$ cat src/pkg/pcrsm_defs.vh
// Constants for the power, clock, reset and sleep manager core.
`ifndef PCRSM_DEFS_VH
`define PCRSM_DEFS_VH
// System bus mask bit positions.
`define PCRSM_AHB_HPB0 0
`define PCRSM_AHB_HPB1 1
`define PCRSM_AHB_HPB2 2
`define PCRSM_AHB_DBG 3
`define PCRSM_AHB_FLASH 4
`define PCRSM_AHB_RESET 5'h1f
// Peripheral bus A mask positions: group0, pm, system_control_unit, gclk, wdt, rtc, eic.
`define PCRSM_APBA_PM 1
`define PCRSM_APBA_RESET 7'h7f
// Peripheral bus B mask: group1, debug, flash, port.
`define PCRSM_APBB_RESET 4'hf
// Peripheral bus C mask: group2, evsys, serial 0-5, timers 0-7, adc, ac, dac, touch.
`define PCRSM_APBC_RESET 20'h10000
// Reset cause bit positions.
`define PCRSM_RC_POR 3'h0
`define PCRSM_RC_CBOD 3'h1
`define PCRSM_RC_SBOD 3'h2
`define PCRSM_RC_EXT 3'h4
`define PCRSM_RC_WDT 3'h5
`define PCRSM_RC_SYST 3'h6
`define PCRSM_RC_RESET 8'h01
// Reference clock and system clock frequencies in Hz.
`define PCRSM_REF_HZ 32768
`define PCRSM_CLK_HZ 50000000
`endif

$ cat src/verilog/pcrsm_power_manager.v
// Power manager core: clock masks, clock failure detector, reset cause, sleep control.
// Overview of operation
// - Masked peripheral bus clock blocks register access; writing one restores clock.
// - Modules on two domains get one mask bit per domain.
// - Masking manager or bridge clock locks masks until system reset.
// - Fail main clock if no rising edge within a 32 kHz period.
// - Enable bit set starts monitoring undivided main clock while it stays set.
// - On failure switch to 8 MHz backup, set flag, request interrupt if enabled.
// - Hardware sets backup select; writing zero reselects main, failure stays.
// - Detector suspends while main clock unavailable or in any sleep mode.
// - Reset cause register holds source of most recent reset.
// - Power resets reset all; external spares 32k domain; user spares debug too.
// - Low reset pin causes external reset.
// - CPU reset request bit produces a software reset, a user reset.
// - Wait-for-interrupt enters sleep; level from deep select and idle field.
// - Idle 0 stops CPU; 1 adds system bus; 2 adds peripheral bus.
// - Standby stops CPU, bus, main; oscillators per run-in-standby and on-request.
// - Wake sources per mode; idle 2 and standby only asynchronous.
// - Stopped domains halt regardless of mask bits.
// - Sleep-after-handler enters the selected sleep mode on return from lowest-priority handler.
// - Unmasked sufficient-priority interrupt wakes idle, restarting CPU and modules.
// - Failure flag stays set until software writes one to clear it.
`timescale 1ns/10ps
`include "pcrsm_defs.vh"
module pcrsm_power_manager
(
   input wire clock,
   input wire sys_rst,
   // Mask register writes.
   input wire ahbMaskWr,
   input wire [4:0] ahbMaskData,
   input wire apbaMaskWr,
   input wire [6:0] apbaMaskData,
   input wire apbbMaskWr,
   input wire [3:0] apbbMaskData,
   input wire apbcMaskWr,
   input wire [19:0] apbcMaskData,
   input wire apbaBridgeOn,
   output reg [4:0] system_bus_clock_mask_ff,
   output reg [6:0] apbaMask_ff,
   output reg [3:0] apbbMask_ff,
   output reg [19:0] apbcMask_ff,
   output wire [4:0] ahbClkEn,
   output wire [6:0] apbaClkEn,
   output wire [3:0] apbbClkEn,
   output wire [19:0] apbcClkEn,
   output wire maskLocked,
   // Clock failure detector.
   input wire clock_fail_detect_enable,
   input wire mainClkEdge,
   input wire refClkEdge,
   input wire mainClkReady,
   input wire backupClrWr,
   input wire clockFailFlagClr,
   input wire clockFailIntEn,
   output reg backup_clock_select_ff,
   output reg clock_fail_flag_ff,
   output wire clockFailIrq,
   // Reset sources.
   input wire porRst,
   input wire core_brownout_detector,
   input wire supply_brownout_detector,
   input wire resetPin_n,
   input wire wdtRst,
   input wire cpu_software_reset_request,
   output reg [7:0] reset_cause_register_ff,
   output wire powerDomainRst,
   output wire debugDomainRst,
   output wire userDomainRst,
   // Sleep controller.
   input wire wait_for_interrupt_instr,
   input wire handlerExitLowest,
   input wire sleep_after_handler,
   input wire deep_sleep_select,
   input wire [1:0] idleLevel,
   input wire run_in_standby,
   input wire on_request_only,
   input wire oscRequest,
   input wire syncAhbIrq,
   input wire syncApbIrq,
   input wire asyncIrq,
   output wire cpuClkEn,
   output wire ahbClkRun,
   output wire apbClkRun,
   output wire mainClkRun,
   output wire oscRun,
   output wire lowPowerMode,
   output wire sleeping
);

   localparam [2:0] ST_ACTIVE = 3'h0;
   localparam [2:0] ST_IDLE0 = 3'h1;
   localparam [2:0] ST_IDLE1 = 3'h2;
   localparam [2:0] ST_IDLE2 = 3'h3;
   localparam [2:0] ST_STANDBY = 3'h4;
   // Window is one reference period; failure is judged at each reference edge after the first one while monitoring.

   function isActive;
      input [2:0] st;
      begin
         isActive = (st == ST_ACTIVE);
      end
   endfunction

   // One-hot image of a reset cause bit position.
   function [7:0] causeBit;
      input [2:0] pos;
      begin
         causeBit = 8'h01 << pos;
      end
   endfunction

   reg [2:0] sleepState_ff;
   reg [2:0] nxt_sleepState;
   reg maskLock_ff;
   reg edgeSeen_ff;
   reg monitorArmed_ff;

   wire powerRst = porRst | core_brownout_detector | supply_brownout_detector;
   wire extRst = ~resetPin_n;
   wire userRst = wdtRst | cpu_software_reset_request;
   // Any sleep state stops the detector, so a slow wake never looks like a failure.
   wire monitoring = clock_fail_detect_enable & mainClkReady & isActive(sleepState_ff);
   wire failDetect = monitoring & monitorArmed_ff & refClkEdge & ~edgeSeen_ff & ~mainClkEdge;

   assign powerDomainRst = powerRst;
   assign debugDomainRst = powerRst | extRst;
   assign userDomainRst = powerRst | extRst | userRst;

   // mask write lock
   // The lock is one-way: with the manager's clock gone nothing could write it back.
   assign maskLocked = maskLock_ff;
   always @(posedge clock)
   begin
      if (sys_rst)
         maskLock_ff <= 1'b0;
      else if (~apbaMask_ff[`PCRSM_APBA_PM] | ~apbaBridgeOn)
         maskLock_ff <= 1'b1;
   end

   always @(posedge clock)
   begin
      if (sys_rst)
      begin
         system_bus_clock_mask_ff <= `PCRSM_AHB_RESET;
         apbaMask_ff <= `PCRSM_APBA_RESET;
         apbbMask_ff <= `PCRSM_APBB_RESET;
         apbcMask_ff <= `PCRSM_APBC_RESET;
      end
      else if (~maskLock_ff)
      begin
         // Writes while locked are dropped silently; nothing reports the refusal.
         // writing one restores
         if (ahbMaskWr)
            system_bus_clock_mask_ff <= ahbMaskData;
         if (apbaMaskWr)
            apbaMask_ff <= apbaMaskData;
         if (apbbMaskWr)
            apbbMask_ff <= apbbMaskData;
         if (apbcMaskWr)
            apbcMask_ff <= apbcMaskData;
      end
   end

   assign ahbClkEn = system_bus_clock_mask_ff & {5{ahbClkRun}};
   assign apbaClkEn = apbaMask_ff & {7{apbClkRun}};
   assign apbbClkEn = apbbMask_ff & {4{apbClkRun}};
   assign apbcClkEn = apbcMask_ff & {20{apbClkRun}};

   reg nxt_edgeSeen;
   reg nxt_monitorArmed;
   always @*
   begin
      nxt_edgeSeen = edgeSeen_ff;
      nxt_monitorArmed = monitorArmed_ff;
      if (~monitoring)
      begin
         // Disarming means the first partial window after enable is never judged.
         nxt_edgeSeen = 1'b0;
         nxt_monitorArmed = 1'b0;
      end
      else if (refClkEdge)
      begin
         nxt_edgeSeen = 1'b0;
         nxt_monitorArmed = 1'b1;
      end
      else if (mainClkEdge)
         nxt_edgeSeen = 1'b1;
   end

   always @(posedge clock)
   begin
      if (sys_rst)
      begin
         edgeSeen_ff <= 1'b0;
         monitorArmed_ff <= 1'b0;
      end
      else
      begin
         edgeSeen_ff <= nxt_edgeSeen;
         monitorArmed_ff <= nxt_monitorArmed;
      end
   end

   reg nxt_backupSel;
   reg nxt_failFlag;
   always @*
   begin
      nxt_backupSel = backup_clock_select_ff;
      nxt_failFlag = clock_fail_flag_ff;
      if (failDetect)
         nxt_backupSel = 1'b1;
      else if (backupClrWr)
         nxt_backupSel = 1'b0;
      if (failDetect)
         nxt_failFlag = 1'b1;
      else if (clockFailFlagClr)
         nxt_failFlag = 1'b0;
   end

   always @(posedge clock)
   begin
      if (sys_rst)
      begin
         backup_clock_select_ff <= 1'b0;
         clock_fail_flag_ff <= 1'b0;
      end
      else
      begin
         backup_clock_select_ff <= nxt_backupSel;
         clock_fail_flag_ff <= nxt_failFlag;
      end
   end

   assign clockFailIrq = clock_fail_flag_ff & clockFailIntEn;

   reg [7:0] nxt_resetCause;
   // reset cause
   // Not cleared by system reset, so boot code still sees why it restarted.
   always @*
   begin
      nxt_resetCause = reset_cause_register_ff;
      if (porRst)
         nxt_resetCause = `PCRSM_RC_RESET;
      else if (core_brownout_detector)
         nxt_resetCause = causeBit(`PCRSM_RC_CBOD);
      else if (supply_brownout_detector)
         nxt_resetCause = causeBit(`PCRSM_RC_SBOD);
      else if (extRst)
         nxt_resetCause = causeBit(`PCRSM_RC_EXT);
      else if (wdtRst)
         nxt_resetCause = causeBit(`PCRSM_RC_WDT);
      else if (cpu_software_reset_request)
         nxt_resetCause = causeBit(`PCRSM_RC_SYST);
   end

   always @(posedge clock)
   begin
      reset_cause_register_ff <= nxt_resetCause;
   end

   wire sleepReq = wait_for_interrupt_instr | (sleep_after_handler & handlerExitLowest);

   always @*
   begin
      nxt_sleepState = sleepState_ff;
      case (sleepState_ff)
         ST_ACTIVE:
         begin
            if (sleepReq)
            begin
               if (deep_sleep_select)
                  nxt_sleepState = ST_STANDBY;
               else if (idleLevel == 2'h0)
                  nxt_sleepState = ST_IDLE0;
               else if (idleLevel == 2'h1)
                  nxt_sleepState = ST_IDLE1;
               else
                  // Level 3 has no mode of its own and sleeps as idle 2.
                  nxt_sleepState = ST_IDLE2;
            end
         end
         ST_IDLE0:
            if (syncAhbIrq | syncApbIrq | asyncIrq)
               nxt_sleepState = ST_ACTIVE;
         ST_IDLE1:
            if (syncApbIrq | asyncIrq)
               nxt_sleepState = ST_ACTIVE;
         default:
            if (asyncIrq)
               nxt_sleepState = ST_ACTIVE;
      endcase
   end

   always @(posedge clock)
   begin
      if (sys_rst)
         sleepState_ff <= ST_ACTIVE;
      else
         sleepState_ff <= nxt_sleepState;
   end

   assign cpuClkEn = isActive(sleepState_ff);
   assign ahbClkRun = isActive(sleepState_ff) | (sleepState_ff == ST_IDLE0);
   assign apbClkRun = ahbClkRun | (sleepState_ff == ST_IDLE1);
   assign mainClkRun = (sleepState_ff != ST_STANDBY);
   assign oscRun = (sleepState_ff != ST_STANDBY) ?
                   (~on_request_only | oscRequest) :
                   (run_in_standby & (~on_request_only | oscRequest));
   assign lowPowerMode = (sleepState_ff == ST_STANDBY);
   assign sleeping = ~isActive(sleepState_ff);

endmodule // pcrsm_power_manager
$ cat config.mk
export PLATFORM = sky130hd
export DESIGN_NAME = pcrsm_power_manager
export DESIGN_NICKNAME = d
export VERILOG_FILES = /design/src/verilog/pcrsm_power_manager.v
export VERILOG_INCLUDE_DIRS = /design/src /design/src/pkg
export SDC_FILE = /design/constraint.sdc
export NUM_CORES = 1
export LEC_CHECK = 0
export BUFFER_PORTS_ARGS = -buffer_cell sky130_fd_sc_hd__buf_2
export CAP_MARGIN = 20
export CORE_MARGIN = 2
export CORE_UTILIZATION = 36
export DETAILED_ROUTE_END_ITERATION = 8
export GPL_ROUTABILITY_DRIVEN = 0
export PLACE_DENSITY = 0.8
export SYNTH_ARGS = -nofsm -noshare
export SYNTH_HDL_FRONTEND = slang
export SYNTH_SLANG_ARGS = --single-unit
$ cat constraint.sdc
create_clock -name clock -period 1.53 [get_ports clock]
set_clock_uncertainty 0.2 [all_clocks]
set_input_delay 0.153 -clock clock [delete_from_list [all_inputs] [get_ports clock]]
set_output_delay 0.153 -clock clock [all_outputs]
set_load 0.01 [all_outputs]
==> flow_summary_export.csv <==
group,metric,value,unit
power,internal_power,2.85,mW
power,swShare,29.5,%
clock_tree,clkSinkCount,50,
setup_path,crit_path_top_delay_cell,"dfxtp_4",
power,p_sw,1.19,mW
power,p_leak,2.09,nW
die,core-area,0.00589,sq mm
die,initial_utilization,37.1,%
setup_path,cp_data_required_time,1.18,ns
clock_tree,path_clk_slew,0.09,ns
setup_path,max_stage_delay,0.38,ns
clock_tree,clk_latency,0.30,ns
setup_path,reg2reg_depth,4,
routing,wire_per_inst,14.9,um
setup_path,crit_type,"reg -> out",
power,powerDensity,926,mW/mm^2
layout,diodes,0,
sta,finalHoldViolations,1,
clock_tree,cts_buffers,5,
synthesis,synth.area.top_cells,"dfxtp_1 (46%), and2_1 (11%), nand2_1 (7.9%)",
setup_path,path_delay_family,"buffers and inverters",
setup_path,cp_num_cells,5,
routing,drt_pass1_iterations,4,
layout,fillers,402,
sta,min_period,1.76,ns
setup_path,cp.arrival,1.40,ns
setup_path,crit_buf_inv,3,
synthesis,yosysMostFrequentCell,"dfxtp_1",
layout,drive_above_1_share,50.0,%
place,portBuffers,159,
global_route,grt-ovfl-total,0,
global_route,grt_max_degree,23,
synthesis,synth_edf_count,0,
sta,rsz0062_at_grt,"yes",
die,die_area,0.00671,sq mm
routing,vias,2741,
power,comb_power_share,40.9,%
sta,layout_setup_ws,-0.227,ns
synthesis,yosysSeqAreaShare,45.8,%
synthesis,syn_inst,265,
setup_path,crit_chain,"a21oi_4 -> buf_12 -> clkbuf_16 -> and2_4 -> buf_6",
global_route,grt_use_total,21.5,%
layout,layout.nets,561,
synthesis,synth_area,0.00218,sq mm
layout,utilization,74.2,%
place,hpwl,4.58,mm
sta,setup_tns,-7.44,ns
sta,setup_viol,46,
routing,viasPerCell,4.82,
synthesis,synthFlopType,"dfxtp_1",
sta,fin_worst_hold_slack,-0.0144,ns
global_route,grt_pass1_wl,11.0,mm
global_route,grt_pass1_vias,2479,
clock_tree,ctsLongestPathBuffers,2,
synthesis,netlist-cell-type-count,29,
global_route,antenna_found_initial,0,
power,pwr-share-seq,36.4,%
power,vdd_drop_max,0.537,mV
sta,fmax,0.569,GHz
layout,syn_to_final_growth,99.8,%
outcome,status,"finished, violations left",
routing,drc,0,
sta,slew_violations,0,
clock_tree,cts_tree,"done",
synthesis,post-synth-top-area-fraction,45.8,%
setup_path,r2r_setup_slack,-0.16,ns
synthesis,ys_ff_latch,50,
outcome,violations,"hold timing, setup timing",
job,drv_cap,0,
worst_hold_path,min_path_type,"in -> reg",
routing,first_iter_violations,51,
synthesis,yosys_warnings,0,
worst_hold_path,worstHoldPathCells,4,
synthesis,ys_top_cells_by_count,"dfxtp_1 (50), nand2_1 (46), and2_1 (38), a21oi_1 (27), nor2b_1 (21)",
synthesis,syn_avg_cell_area,8.24,sq um
die,die-width,81.9,um
clock_tree,cts_max_level,2,
setup_path,crit_fanout,7,
die,num_io_pins,162,
sta,fin_crit_sh,115,%
routing,antenna_left,0,
routing,routed_wl,8.47,mm
die,num_rows,28,
clock_tree,cts-root-buf,"clkbuf_8",
setup_path,end_kind,"output port",
setup_path,cp-start-kind,"register",
synthesis,synth_top_cell_by_area,"dfxtp_1",
die,die_y,81.9,um
power,clkPwrFrac,22.7,%
synthesis,async_flop_share,0,%
==> layer usage <==
metal / vias to the layer above / GRT usage [%] / share of wire (%)
met1: 1295 / 21.6 / 36
met4: 0 / 5.83 / 1.4
met2: 114 / 43.8 / 57
met3: 11 / 4.40 / 5.9
li1: 1321 / - / -
met5: - / 0 / 0
==> final cells by class <==
cell class	count	area, sq um	area share [%]
timing repair buffer	238	1870	42.8
clock buffer	5	68.8	1.58
clock inverter	3	40.0	0.917
multi-input combinational	190	1250	28.7
inverter	8	30.0	0.688
sequential	50	1010	23.2
tap	75	93.8	2.15
==> stage by stage <==
step	cells	total power, mW	setup slack [ns]	instance area, sq um	hold WS, ns
2_1_floorplan	266	1.99	0.00281	2190	0.0226
3_3_place_gp	493	2.39	0.0527	3100	0.152
3_5_place_dp	493	2.41	-0.00800	3100	0.157
4_1_cts	561	3.61	-0.181	3960	-0.0265
5_1_grt	569	4.23	-0.262	4370	0.00608
6_report	569	4.04	-0.227	4370	-0.0144
==> registers in the layout, indices dropped and copies added (netlist names) <==
name	flops
apbaMask_ff	7
apbbMask_ff	4
apbcMask_ff	20
backup_clock_select_ff	1
clock_fail_flag_ff	1
edgeSeen_ff	1
maskLocked	1
monitorArmed_ff	1
reset_cause_register_ff	6
sleepState_ff	3
system_bus_clock_mask_ff	5
==> cells by family (layout without fill, tap and decap cells) <==
group	after synthesis	count (layout)	synth area share, %
compound gates	51	51	15.1
flops	50	50	45.8
other cells	1	2	0.172
simple gates	134	134	32.2
buf+inv	26	254	5.27
mux	3	3	1.37
==> final timing paths <==
path,startpoint,endpoint
setup / recovery,sleepState_ff[0],apbaClkEn[0]
setup reg to reg,sleepState_ff[0],edgeSeen_ff
hold / removal,porRst,reset_cause_register_ff[5]
hold reg to reg,apbcMask_ff[7],apbcMask_ff[7]
==> cells in the final DEF (no fill, tap or decap), drive strengths merged, types with 2 or more instances in the layout <==
cell / instances
conb: 2
a21oi: 27
inv: 8
a31oi: 2
clkinv: 2
mux2i: 3
nor2b: 21
nand2b: 4
o21ai: 2
a31o: 2
or3: 2
nand2: 46
a211o: 17
clkbuf: 7
dlygate4sd3: 52
nor3: 5
and2: 38
buf: 184
nor2: 11
dfxtp: 50
==> power by group through the flow <==
stage                     Clock (mW)  Combinational, mW  Sequential [mW]
after global routing           0.992               1.76             1.48
final                          0.919               1.65             1.47
after CTS                      0.941               1.21             1.46
after global placement             0              0.910             1.48
after floorplan                    0              0.488             1.50
after detailed placement           0              0.927             1.49
==> worst min-delay path: cells and delay by family <==
kind                   cells  cell delay, ns
AND/OR/NAND/NOR            3            0.21
buffers and inverters      1            0.09
==> what timing repair did <==
item	4_1_cts	5_1_grt
resized for setup	41	68
pin swaps	10	12
endpoints found under the hold margin	50	0
hold buffers	52	0
setup endpoints to repair	44	46
setup buffers	7	5
gates cloned	1	3
(Power assumes the default switching activity.)
